==> config.mk <==
export PLATFORM = sky130hd
export DESIGN_NAME = ccd_core
export DESIGN_NICKNAME = d
export VERILOG_FILES = /design/src/rtl/ccd_core.v /design/src/rtl/ccd_stack.v
export VERILOG_INCLUDE_DIRS = /design/src /design/src/rtl
export SDC_FILE = /design/constraint.sdc
export NUM_CORES = 2
export LEC_CHECK = 0
export ABC_AREA = 0
export ABC_CLOCK_PERIOD_IN_PS = 13940
export BUFFER_PORTS_ARGS = -buffer_cell sky130_fd_sc_hd__buf_2
export CAP_MARGIN = 0
export CORE_MARGIN = 2
export CORE_UTILIZATION = 45
export CTS_BUF_LIST = sky130_fd_sc_hd__clkbuf_8
export DETAILED_ROUTE_END_ITERATION = 10
export HOLD_SLACK_MARGIN = 0.03
export PLACE_DENSITY = 0.67
export SETUP_SLACK_MARGIN = 0.02
export SYNTH_ARGS = -nofsm -noshare
export SYNTH_HDL_FRONTEND = slang
export SYNTH_SLANG_ARGS = --single-unit
==> constraint.sdc <==
create_clock -name clk_in -period 13.94 [get_ports clk_in]
set_input_delay 2.788 -clock clk_in [delete_from_list [all_inputs] [get_ports clk_in]]
set_output_delay 2.788 -clock clk_in [all_outputs]
set_load 0.005 [all_outputs]
==> src/rtl/ccd_consts.vh <==
// Constants for the clear, call and decrement instruction executor
// How it works
// - Clearing the watchdog sets its counter and its prescaler back to zero.
// - Clearing the watchdog also sets the timeout flag and the power-down flag to one.
// - A call through the accumulator first pushes the current PC plus one onto the stack.
// - The call then loads the accumulator into PC 7..0 and the high latch 6..0 into PC 14..8.
// - The call through the accumulator takes two cycles and, of the status flags, only clears the skipped bit.
// - Complement inverts every bit of file register 0..127 and updates the zero flag.
// - A destination bit of zero sends the result to the accumulator, one to the file register.
// - Clear register writes zero to the file register and always sets the zero flag.
// - Clear accumulator writes zero to the accumulator and sets the zero flag.
// - Decrement subtracts one, routes the result to its destination and updates zero.
// - Decrement and skip subtracts one, writes its destination and leaves the zero, timeout and power-down flags alone.
// - A zero result of decrement and skip discards the next instruction and spends one NOP cycle, two cycles in all.
`ifndef CCD_CONSTS_VH
`define CCD_CONSTS_VH

// ----------------------------------------------------------------
// Register byte addresses
// ----------------------------------------------------------------
`define CCD_ADDR_EXEC     8'h00
`define CCD_ADDR_STATUS   8'h04
`define CCD_ADDR_ACC      8'h08
`define CCD_ADDR_PC       8'h0c
`define CCD_ADDR_PC_HIGH  8'h10
`define CCD_ADDR_FADDR    8'h14
`define CCD_ADDR_FDATA    8'h18
`define CCD_ADDR_STACK    8'h1c
`define CCD_ADDR_WDOG     8'h20

// ----------------------------------------------------------------
// Command register fields
// ----------------------------------------------------------------
`define CCD_EXEC_F_LSB    0
`define CCD_EXEC_F_MSB    6
`define CCD_EXEC_D_BIT    7
`define CCD_EXEC_OP_LSB   8
`define CCD_EXEC_OP_MSB   10

// ----------------------------------------------------------------
// Operation codes
// ----------------------------------------------------------------
`define CCD_OP_WDOG_CLR   3'h0
`define CCD_OP_CALL_ACC   3'h1
`define CCD_OP_COMPL      3'h2
`define CCD_OP_CLR_REG    3'h3
`define CCD_OP_CLR_ACC    3'h4
`define CCD_OP_DEC        3'h5
`define CCD_OP_DEC_SKIP   3'h6
`define CCD_OP_NOP        3'h7

// ----------------------------------------------------------------
// Status register fields and reset values
// ----------------------------------------------------------------
`define CCD_ST_ZERO       0
`define CCD_ST_TIMEOUT    1
`define CCD_ST_PWRDN      2
`define CCD_ST_BUSY       3
`define CCD_ST_SKIPPED    4
`define CCD_ZERO_RST      1'b0
`define CCD_TIMEOUT_RST   1'b1
`define CCD_PWRDN_RST     1'b1
`define CCD_ACC_RST       8'h00
`define CCD_PC_RST        15'h0000
`define CCD_PC_HIGH_RST   7'h00
`define CCD_FADDR_RST     7'h00
`define CCD_WDOG_CLR_VAL  8'h00
`define CCD_PRESC_CLR_VAL 8'h00

// ----------------------------------------------------------------
// Bus responses and geometry
// ----------------------------------------------------------------
`define CCD_RESP_OKAY     2'b00
`define CCD_RESP_SLVERR   2'b10
`define CCD_FILE_DEPTH    128
`define CCD_STACK_DEPTH   16

`endif

==> src/rtl/ccd_core.v <==
// Clear, call and decrement instruction executor with an AXI4-Lite slave
`timescale 1ns/10ps
`include "ccd_consts.vh"

module ccd_core (
    input  wire        clk_in,          // Core clock, 100 MHz
    input  wire        nrst_in,         // Asynchronous reset, active low
    input  wire [7:0]  s_axi_awaddr,    // Write address
    input  wire        s_axi_awvalid,   // Write address valid
    output wire        s_axi_awready,   // Write address ready
    input  wire [31:0] s_axi_wdata,     // Write data
    input  wire [3:0]  s_axi_wstrb,     // Write byte strobes
    input  wire        s_axi_wvalid,    // Write data valid
    output wire        s_axi_wready,    // Write data ready
    output reg  [1:0]  s_axi_bresp,     // Write response
    output reg         s_axi_bvalid,    // Write response valid
    input  wire        s_axi_bready,    // Write response ready
    input  wire [7:0]  s_axi_araddr,    // Read address
    input  wire        s_axi_arvalid,   // Read address valid
    output wire        s_axi_arready,   // Read address ready
    output reg  [31:0] s_axi_rdata,     // Read data
    output reg  [1:0]  s_axi_rresp,     // Read response
    output reg         s_axi_rvalid,    // Read data valid
    input  wire        s_axi_rready,    // Read data ready
    output wire        busy_out,        // Instruction in progress
    output reg         done_out         // One-cycle pulse at completion
);

    // ----------------------------------------------------------------
    // Sequencer states
    // ----------------------------------------------------------------
    localparam S_IDLE  = 2'b00;
    localparam S_EXEC  = 2'b01;
    localparam S_EXTRA = 2'b10;

    // Zero test shared by the zero flag updates and the skip decision
    function zero_of;
        input [7:0] v;
        begin
            zero_of = (v == 8'h00);
        end
    endfunction

    // Merges one 32-bit write into a register under byte strobes
    function [31:0] merge_strb;
        input [31:0] old_v;
        input [31:0] new_v;
        input [3:0]  strb;
        integer i;
        begin
            merge_strb = old_v;
            for (i = 0; i < 4; i = i + 1) begin
                if (strb[i]) begin
                    merge_strb[i*8 +: 8] = new_v[i*8 +: 8];
                end
            end
        end
    endfunction

    reg  [1:0]  state_q;
    reg  [2:0]  op_q;
    reg  [6:0]  f_q;
    reg         d_q;
    reg  [7:0]  acc_q;
    reg  [14:0] pc_q;
    reg  [6:0]  pc_high_latch_q;
    reg  [6:0]  faddr_q;
    reg         zero_q;
    reg         timeout_q;
    reg         pwrdn_q;
    reg         skipped_q;
    reg  [7:0]  wdog_q;
    reg  [7:0]  presc_q;
    reg  [7:0]  file_q [0:`CCD_FILE_DEPTH-1];
    reg         aw_got_q;
    reg         w_got_q;
    reg  [7:0]  awaddr_q;
    reg  [31:0] wdata_q;
    reg  [3:0]  wstrb_q;
    reg  [31:0] rd_mux;
    reg         rd_hit;
    reg  [7:0]  result;
    reg         wr_hit;
    wire        wr_go;
    wire        rd_go;
    wire        idle;
    wire        in_exec;
    wire [7:0]  src;
    wire [31:0] wr_val;
    wire        file_exec_we;
    wire        acc_exec_we;
    wire        wdog_clr;
    wire        call_push;
    wire        skip_now;
    wire [14:0] stack_top;
    wire [3:0]  stack_depth;

    // ----------------------------------------------------------------
    // AXI4-Lite write channel
    // ----------------------------------------------------------------
    // Address and data are taken independently; the write commits once
    // both are held and the previous response has been accepted
    assign s_axi_awready = ~aw_got_q & ~s_axi_bvalid;
    assign s_axi_wready  = ~w_got_q & ~s_axi_bvalid;
    assign wr_go         = aw_got_q & w_got_q & ~s_axi_bvalid;

    always @(posedge clk_in or negedge nrst_in) begin
        if (!nrst_in) begin
            aw_got_q     <= 1'b0;
            w_got_q      <= 1'b0;
            awaddr_q     <= 8'h00;
            wdata_q      <= 32'h00000000;
            wstrb_q      <= 4'h0;
            s_axi_bvalid <= 1'b0;
            s_axi_bresp  <= `CCD_RESP_OKAY;
        end else begin
            if (s_axi_awvalid && s_axi_awready) begin
                aw_got_q <= 1'b1;
                awaddr_q <= s_axi_awaddr;
            end
            if (s_axi_wvalid && s_axi_wready) begin
                w_got_q <= 1'b1;
                wdata_q <= s_axi_wdata;
                wstrb_q <= s_axi_wstrb;
            end
            if (wr_go) begin
                aw_got_q     <= 1'b0;
                w_got_q      <= 1'b0;
                s_axi_bvalid <= 1'b1;
                s_axi_bresp  <= wr_hit ? `CCD_RESP_OKAY : `CCD_RESP_SLVERR;
            end else if (s_axi_bvalid && s_axi_bready) begin
                s_axi_bvalid <= 1'b0;
            end
        end
    end

    // Address decode for writes; the read-only words answer OKAY
    always @* begin
        case (awaddr_q)
            `CCD_ADDR_EXEC, `CCD_ADDR_STATUS, `CCD_ADDR_ACC, `CCD_ADDR_PC,
            `CCD_ADDR_PC_HIGH, `CCD_ADDR_FADDR, `CCD_ADDR_FDATA,
            `CCD_ADDR_STACK, `CCD_ADDR_WDOG: wr_hit = 1'b1;
            default: wr_hit = 1'b0;
        endcase
    end

    // ----------------------------------------------------------------
    // AXI4-Lite read channel
    // ----------------------------------------------------------------
    assign s_axi_arready = ~s_axi_rvalid;
    assign rd_go         = s_axi_arvalid & s_axi_arready;

    // Read multiplexer, unused upper bits read as zero
    always @* begin
        rd_mux = 32'h00000000;
        rd_hit = 1'b1;
        case (s_axi_araddr)
            `CCD_ADDR_EXEC:   rd_mux = {20'h00000, op_q, d_q, 1'b0, f_q};
            `CCD_ADDR_STATUS: rd_mux = {27'h0000000, skipped_q, ~idle,
                                        pwrdn_q, timeout_q, zero_q};
            `CCD_ADDR_ACC:    rd_mux = {24'h000000, acc_q};
            `CCD_ADDR_PC:     rd_mux = {17'h00000, pc_q};
            `CCD_ADDR_PC_HIGH: rd_mux = {25'h0000000, pc_high_latch_q};
            `CCD_ADDR_FADDR:  rd_mux = {25'h0000000, faddr_q};
            `CCD_ADDR_FDATA:  rd_mux = {24'h000000, file_q[faddr_q]};
            `CCD_ADDR_STACK:  rd_mux = {12'h000, stack_depth, 1'b0, stack_top};
            `CCD_ADDR_WDOG:   rd_mux = {16'h0000, presc_q, wdog_q};
            default:          rd_hit = 1'b0;
        endcase
    end

    // Read data is captured at the address handshake
    always @(posedge clk_in or negedge nrst_in) begin
        if (!nrst_in) begin
            s_axi_rvalid <= 1'b0;
            s_axi_rdata  <= 32'h00000000;
            s_axi_rresp  <= `CCD_RESP_OKAY;
        end else if (rd_go) begin
            s_axi_rvalid <= 1'b1;
            s_axi_rdata  <= rd_mux;
            s_axi_rresp  <= rd_hit ? `CCD_RESP_OKAY : `CCD_RESP_SLVERR;
        end else if (s_axi_rvalid && s_axi_rready) begin
            s_axi_rvalid <= 1'b0;
        end
    end

    // ----------------------------------------------------------------
    // Datapath
    // ----------------------------------------------------------------
    assign idle     = (state_q == S_IDLE);
    assign in_exec  = (state_q == S_EXEC);
    assign busy_out = ~idle;
    assign src      = file_q[f_q];
    assign wr_val   = merge_strb(32'h00000000, wdata_q, wstrb_q);

    // Result of the operation in its execute cycle
    always @* begin
        case (op_q)
            `CCD_OP_COMPL:    result = ~src;
            `CCD_OP_DEC:      result = src - 8'h01;
            `CCD_OP_DEC_SKIP: result = src - 8'h01;
            default:          result = 8'h00;
        endcase
    end

    // Destination steering by the d bit
    assign file_exec_we = in_exec & (((op_q == `CCD_OP_COMPL) | (op_q == `CCD_OP_DEC) |
                          (op_q == `CCD_OP_DEC_SKIP)) & d_q |
                          (op_q == `CCD_OP_CLR_REG));
    assign acc_exec_we  = in_exec & (((op_q == `CCD_OP_COMPL) | (op_q == `CCD_OP_DEC) |
                          (op_q == `CCD_OP_DEC_SKIP)) & ~d_q |
                          (op_q == `CCD_OP_CLR_ACC));
    assign wdog_clr     = in_exec & (op_q == `CCD_OP_WDOG_CLR);
    assign call_push    = in_exec & (op_q == `CCD_OP_CALL_ACC);
    assign skip_now     = in_exec & (op_q == `CCD_OP_DEC_SKIP) & zero_of(result);

    // File registers: executor writes while busy, software only while idle
    always @(posedge clk_in) begin
        if (file_exec_we) begin
            file_q[f_q] <= result;
        end else if (wr_go && idle && awaddr_q == `CCD_ADDR_FDATA) begin
            file_q[faddr_q] <= wstrb_q[0] ? wdata_q[7:0] : file_q[faddr_q];
        end
    end

    // Return stack, pushed with the address after the call
    ccd_stack u_stack (
        .clk_in    (clk_in),
        .nrst_in   (nrst_in),
        .push_in   (call_push),
        .data_in   (pc_q + 15'h0001),
        .top_out   (stack_top),
        .depth_out (stack_depth)
    );

    // ----------------------------------------------------------------
    // Watchdog counter and prescaler
    // ----------------------------------------------------------------
    always @(posedge clk_in or negedge nrst_in) begin
        if (!nrst_in) begin
            presc_q <= `CCD_PRESC_CLR_VAL;
            wdog_q  <= `CCD_WDOG_CLR_VAL;
        end else if (wdog_clr) begin
            presc_q <= `CCD_PRESC_CLR_VAL;
            wdog_q  <= `CCD_WDOG_CLR_VAL;
        end else begin
            presc_q <= presc_q + 8'h01;
            if (presc_q == 8'hff) begin
                wdog_q <= wdog_q + 8'h01;
            end
        end
    end

    // ----------------------------------------------------------------
    // Sequencer, core registers and software writes
    // ----------------------------------------------------------------
    always @(posedge clk_in or negedge nrst_in) begin
        if (!nrst_in) begin
            state_q   <= S_IDLE;
            op_q      <= `CCD_OP_NOP;
            f_q       <= 7'h00;
            d_q       <= 1'b0;
            acc_q     <= `CCD_ACC_RST;
            pc_q      <= `CCD_PC_RST;
            pc_high_latch_q <= `CCD_PC_HIGH_RST;
            faddr_q   <= `CCD_FADDR_RST;
            zero_q    <= `CCD_ZERO_RST;
            timeout_q <= `CCD_TIMEOUT_RST;
            pwrdn_q   <= `CCD_PWRDN_RST;
            skipped_q <= 1'b0;
            done_out  <= 1'b0;
        end else begin
            done_out <= 1'b0;
            if (acc_exec_we) begin
                acc_q <= result;
            end
            case (state_q)
                S_IDLE: begin
                    if (wr_go) begin
                        case (awaddr_q)
                            `CCD_ADDR_EXEC: begin
                                f_q     <= wr_val[`CCD_EXEC_F_MSB:`CCD_EXEC_F_LSB];
                                d_q     <= wr_val[`CCD_EXEC_D_BIT];
                                op_q    <= wr_val[`CCD_EXEC_OP_MSB:`CCD_EXEC_OP_LSB];
                                state_q <= S_EXEC;
                            end
                            `CCD_ADDR_STATUS: begin
                                zero_q    <= wr_val[`CCD_ST_ZERO];
                                timeout_q <= wr_val[`CCD_ST_TIMEOUT];
                                pwrdn_q   <= wr_val[`CCD_ST_PWRDN];
                            end
                            `CCD_ADDR_ACC:    acc_q    <= wr_val[7:0];
                            `CCD_ADDR_PC:     pc_q     <= wr_val[14:0];
                            `CCD_ADDR_PC_HIGH: pc_high_latch_q <= wr_val[6:0];
                            `CCD_ADDR_FADDR:  faddr_q  <= wr_val[6:0];
                            default: ;
                        endcase
                    end
                end
                S_EXEC: begin
                    skipped_q <= skip_now;
                    state_q   <= S_IDLE;
                    done_out  <= 1'b1;
                    pc_q      <= pc_q + 15'h0001;
                    case (op_q)
                        `CCD_OP_WDOG_CLR: begin
                            timeout_q <= 1'b1;
                            pwrdn_q   <= 1'b1;
                        end
                        `CCD_OP_CALL_ACC: begin
                            pc_q     <= {pc_high_latch_q, acc_q};
                            state_q  <= S_EXTRA;
                            done_out <= 1'b0;
                        end
                        `CCD_OP_COMPL:   zero_q <= zero_of(result);
                        `CCD_OP_CLR_REG: zero_q <= 1'b1;
                        `CCD_OP_CLR_ACC: zero_q <= 1'b1;
                        `CCD_OP_DEC:     zero_q <= zero_of(result);
                        `CCD_OP_DEC_SKIP: begin
                            // Zero, timeout and power-down untouched; a zero result spends a NOP cycle
                            if (skip_now) begin
                                pc_q     <= pc_q + 15'h0002;
                                state_q  <= S_EXTRA;
                                done_out <= 1'b0;
                            end
                        end
                        default: ;
                    endcase
                end
                S_EXTRA: begin
                    state_q  <= S_IDLE;
                    done_out <= 1'b1;
                end
                default: state_q <= S_IDLE;
            endcase
        end
    end

endmodule

==> src/rtl/ccd_stack.v <==
// Hardware return stack for the instruction executor
`timescale 1ns/10ps
`include "ccd_consts.vh"

module ccd_stack (
    input  wire        clk_in,      // Core clock
    input  wire        nrst_in,     // Asynchronous reset, active low
    input  wire        push_in,     // Push one return address
    input  wire [14:0] data_in,     // Return address to push
    output wire [14:0] top_out,     // Current top of stack
    output wire [3:0]  depth_out    // Write pointer, wraps at depth
);

    reg  [14:0] mem_q [0:`CCD_STACK_DEPTH-1];
    reg  [3:0]  ptr_q;
    wire [3:0]  top_idx;

    // ----------------------------------------------------------------
    // Pointer; overflow simply wraps and overwrites the oldest entry
    // ----------------------------------------------------------------
    always @(posedge clk_in or negedge nrst_in) begin
        if (!nrst_in) begin
            ptr_q <= 4'h0;
        end else if (push_in) begin
            ptr_q <= ptr_q + 4'h1;
        end
    end

    // Storage, no reset needed because the pointer guards it
    always @(posedge clk_in) begin
        if (push_in) begin
            mem_q[ptr_q] <= data_in;
        end
    end

    assign top_idx   = ptr_q - 4'h1;
    assign top_out   = mem_q[top_idx];
    assign depth_out = ptr_q;

endmodule
# Word level (Yosys, flattened, before mapping)
# Memories as Yosys holds them, arrays and structs flattened.
# Cells that the tools add are included.
# word_totals
output_inout_bits,43
inputBits,59
latchBits,0
regBits,140
mem_bits_rw,1264
wordCells,178
n_memories,2
romBits,0
# memory_table
memory,words,word_bits,rd,rd_ports_with_merged_regs,write_ports,line,text
file_q,128,8,2,0,1,ccd_core.v:74,reg [7:0] file_q [0:`CCD_FILE_DEPTH-1];
u_stack.mem_q,16,15,1,0,1,ccd_stack.v:14,reg [14:0] mem_q [0:`CCD_STACK_DEPTH-1];
# op_classes
mul,0
add_sub_neg,7
n_div,0
magnitude_cmp,0
eq_ne,31
bitwise_logic,24
n_shift,0
n_mux,58
reduce_logical,30
# op_table
cell,n
$pmux 20 s9,1
$mux 8,10
$eq 8x5->1 const B,8
$pmux 15 s2,2
$mux 15,3
$eq 8x4->1 const B,4
$mux 1,26
$logic_not 8->1,3
$reduce_or 9->1,2
$add 8x1->8 const B,2
$eq 8x3->1 const B,2
$eq 8x6->1 const B,2
$pmux 8 s2,1
$add 15x1->15 const B,1
$add 15x2->15 const B,1
$mux 7,2
$and 1x1->1,13
$pmux 1 s2,6
$reduce_and 3->1,4
$reduce_bool 2->1,6
$mux 2,5
$eq 3x3->1 const B,3
$eq 8x8->1 const B,1
$ne 2x1->1 const B,4
other kinds (20),38

# Logic depth before layout (Yosys ltp)
# depth
word_depth,10
mapped_depth,21
mapped_depth_nobuf,14

# Modules after synthesis
# Synthesis repeated with hierarchy kept, for this count alone.
# hier_totals
hier_cells,3390
hier_area_um2,64725.8
# modules_own_cells
mod,seq_area_each_um2,instances,area_each_um2,cells_per_inst
ccd_core,33808.7,1,55049.0,2950
ccd_stack,7307.0,1,9676.8,440

# Worst setup path before layout
# OpenSTA, ideal clock, no wires.
# synth_timing
path_kind,reg-to-reg
startpoint,register f_q[1]
endpoint,memory file_q[0][4] (data pin)
setup_slack_ns,4.316
path_buffers,3
arrival_ns,8.427
required_ns,12.743
period_less_slack_ns,9.624
stages_incl_launch_ff,14
path_cell_list,dfrtp_1 buf_2 clkbuf_1 buf_1 mux4_2 mux4_2 mux4_2 mux2i_1 ha_1 inv_1 a311oi_1 xnor2_1 a22oi_1 o21ai_0
# synth_between
elab_chain_cells,4
word_cells_on_any_way,5
classes_between,add/sub (1); mux (2); bitwise (1); memory (1)
# synth_rtl
element,line,text
start: declaration,ccd_core.v:62,reg [6:0] f_q;
start signal: assignment,ccd_core.v:282,f_q <= wr_val[`CCD_EXEC_F_MSB:`CCD_EXEC_F_LSB];
$mem_v2 128x8 *,-,
$sub 8x1->8 / $not 8->8 (equally long branches),"ccd_core.v:200, ccd_core.v:201, ccd_core.v:199",
$pmux 8 s2 *,ccd_core.v:198,case (op_q)
$mux 8 (no source line) *,-,
end: declaration,ccd_core.v:74,
# Every way passes the cells marked *; elsewhere a longest branch is shown, timed or not.

# Worst setup path in the final report
# layout_timing
startpoint,register f_q[0]
endpoint,memory file_q[119][6] (data pin)
# Same word-level chain as after synthesis.

==> metrics.md <==
| Metric | Value |
|---|---|
| Worst-path fanout max | `95` |
| PwrDens | `137 mW/mm²` |
| Setup CP Type | `flip-flop to flip-flop` |
| Max VDD drop | `0.000105 V` |
| H-tree levels | `4` |
| Most common cell after layout, fill and taps aside | `edfxtp_1` |
| Post-synth ARST share | `9.06%` |
| Via density | `6.37` |
| Routed len/inst | `31.2 µm` |
| Die area | `0.147 mm²` |
| Worst R2R End | `file_q[119][6]` |
| Synth warn | `0` |
| Routability Congestion | `0.898` |
| NumNets Final | `3,691` |
| Cell taking the most area after synthesis | `edfxtp_1` |
| Syn Area/Cell | `18.4 µm²` |
| Pre-CTS setup slack | `6.16 ns` |
| Largest net degree at the start of global routing | `122` |
| Hold Crit Endpoint | `s_axi_rdata[8]` |
| Port Buf Inserts | `68` |
| Area share of the largest cell type after synthesis | `58.8%` |
| # IOs | `102` |
| Sequential area share after synthesis | `63.7%` |
| Required @ worst endpoint | `14.52 ns` |
| Post-Syn Instances | `3,518` |
| Clock Path Buffers | `3` |
| Critical Path, Cell by Cell | `buf_12 > buf_4 > mux4_2 > mux4_2 > mux4_2 > mux2_2 > a31oi_2 > nand4_1 > xor2_1 > o32ai_1 > nor2_1 > a21oi_4 > buf_4` |
| Final worst slack | `6.09 ns` |
| Cts hold-fix bufs | `0` |
| Fraction of layout cells with a size suffix above 1 | `31.6%` |
| Post-synthesis cell area | `0.0646 mm²` |
| Unrepaired setup endpoints after global routing | `no` |
| Drt first pass iters | `5` |
| Max Fclk | `127 MHz` |
| Distinct cell type count of the synthesized netlist | `73` |
| Final hold vios | `0` |
| Lkg Pwr | `24.0 nW` |
| Num CTS Buffers | `223` |
| Vias in the first global route | `36,700` |
| Ranking of synthesized cells by area | `edfxtp_1 (59%), mux4_2 (23%), dfrtp_1 (4.7%)` |
| Most frequent cells in the layout | `edfxtp_1 (1,264), mux4_2 (657), clkbuf_8 (232)` |
| Post-route ant nets | `0` |
| CP dominant cell by count | `mux4_2` |
| Total grt overflow | `0` |
| Post-CTS Setup Bufs | `0` |
| Starting Density | `45.5%` |
| # rows | `138` |
| Post-synth EDFFs | `1,264` |
| Clk Latency, worst-skew pair | `0.95 ns` |
| Worst rel slew slack | `13.7%` |
| Setup_tns | `0 ns` |
| Synthesis-stage register bit count | `1,390` |
| Clock Skew | `0.0740 ns` |
| Max-slew violation count | `0` |
| Worst setup SP type | `flip-flop` |
| Hold Crit Depth | `1` |
| Arrival time at the worst endpoint | `8.43 ns` |
| Status | `completed` |
| Antenna violations before repair | `11` |
| Routed wire length | `178 mm` |
| Min-delay worst type | `flip-flop to flip-flop` |
| Path depth of the worst reg2reg path | `13` |
| CP endpoint kind | `flip-flop` |
| CTS root buf | `clkbuf_8` |
| First-pass GRT wire length | `256 mm` |
| Area grow syn2layout | `10.1%` |
| DP HPWL | `112 mm` |
| Final setup fails | `0` |
| Die height | `383 µm` |
| # resized after CTS | `0` |
| DRC | `0` |
| TritonCTS clock tree | `done` |
| Worst R2R Start | `f_q[0]` |
| CP max stage delay | `0.93 ns` |
| Slowest CP cell | `dfrtp_4` |
| Ys flop type | `edfxtp_1` |
| Clock sinks | `1,390` |
| Core area | `0.142 mm²` |
| Slew @ Worst Pin | `1.29 ns` |
| # fillers | `11,600` |
| Via count | `36,300` |
| Clock transition at the registers of the reported paths | `0.06 ns` |
| Reg2Reg Setup Slack | `6.09 ns` |
| Max_cap viols | `0` |
| Final period utilization | `56.3%` |
| Die W | `383 µm` |
| Hold Crit Start | `s_axi_rdata[8]` |
| Min Tclk post-route | `7.85 ns` |
| All-layer global routing usage | `24.3%` |
| Starting DRC count in detailed routing | `4,537` |
==> Yosys cell counts (21+ instances only) <==
| master | instances |
|---|---|
| mux2_2 | 59 |
| clkbuf_1 | 170 |
| or2_2 | 23 |
| inv_1 | 31 |
| dfrtp_1 | 121 |
| mux4_2 | 657 |
| mux2i_1 | 122 |
| buf_1 | 57 |
| edfxtp_1 | 1264 |
| nand2b_1 | 23 |
| nand2_1 | 167 |
| nor2_1 | 219 |
| o21ai_0 | 84 |
| xnor2_1 | 21 |
| nand3_1 | 31 |
| a21oi_1 | 81 |
| buf_4 | 28 |
| buf_2 | 23 |
| a22oi_1 | 45 |
==> where the power goes <==
part	internal (mW)	switching [mW]	total, mW	leakage, nW
combinational	0.565	0.884	1.45	6.61
clock	1.69	1.64	3.33	2.48
sequential	4.76	0.177	4.94	14.9
total	7.02	2.70	9.72	24.0
==> cell families after synthesis <==
logic type	Yosys count	synth area share, %
flip-flops	1390	63.7
buffers and inverters	318	2.13
multiplexers	839	25.9
AO/OA/AOI/OAI	352	3.61
adder cells (fa/ha/maj)	12	0.233
other	1	0.00581
AND/OR/NAND/NOR	567	3.96
XOR/XNOR	39	0.529
==> flip-flops by register name (all words and copies together) (netlist names), 2 cells and up <==
| register | flops |
|---|---|
| file_q | 1024 |
| u_stack.mem_q | 240 |
| s_axi_rdata | 20 |
| pc_q | 15 |
| wdata_q | 15 |
| acc_q | 8 |
| awaddr_q | 8 |
| presc_q | 8 |
| wdog_q | 8 |
| f_q | 7 |
| faddr_q | 7 |
| pc_high_latch_q | 7 |
| u_stack.depth_out | 4 |
| op_q | 3 |
| state_q | 2 |
| wstrb_q | 2 |
==> through the flow <==
step           total power, mW  utilization (%)  instances  hold slack [ns]  area [µm²]
3_3_place_gp              6.45             47.2       5285            0.454       66900
5_1_grt                   10.0             50.1       5690            0.503       71100
6_report                  9.72             50.1       5690            0.473       71100
4_1_cts                   9.77             50.1       5689            0.475       71100
3_5_place_dp              6.47             47.2       5285            0.461       66900
2_1_floorplan             5.95                -       3531            0.469       64600
==> worst max path at each step <==
stage                 from  slack [ns]              to
finish              f_q[0]        6.09  file_q[119][6]
CTS                 f_q[0]        6.12   file_q[42][4]
detailed placement  f_q[0]        6.16  file_q[126][6]
global placement    f_q[0]        6.22   file_q[61][4]
global route        f_q[0]        5.58  file_q[118][6]
floorplan           f_q[1]        4.32    file_q[0][4]
==> layout make-up <==
type	count	area [µm²]	area share [%]
flip-flops and latches	1390	41100	57.9
multi-input cells	1823	22300	31.4
clock buffers	232	3190	4.49
well taps	1890	2360	3.33
repair buffers	149	992	1.40
clock inverters	172	966	1.36
inverters	33	125	0.176
diodes	1	2.50	0.00352
==> routing by layer <==
| layer | share of wire (%) | up-vias | GRT usage (%) |
|---|---|---|---|
| met3 | 9.5 | 365 | 5.89 |
| met5 | 0.023 | - | 0 |
| met2 | 48 | 1911 | 38.6 |
| met4 | 3.8 | 6 | 8.92 |
| li1 | - | 14800 | - |
| met1 | 38 | 19100 | 32.8 |
==> worst max-delay path: cells and delay by family, from the launching register on <==
family / cells / cell delay, ns
AOI/OAI and AO/OA: 3 / 1.43
buffers and inverters: 3 / 2.23
and+or+nand+nor: 2 / 0.31
muxes: 4 / 2.07
xor gates and xnor gates: 1 / 0.16
DFF: 1 / 0.93
Power figures use the tool's default switching activity.
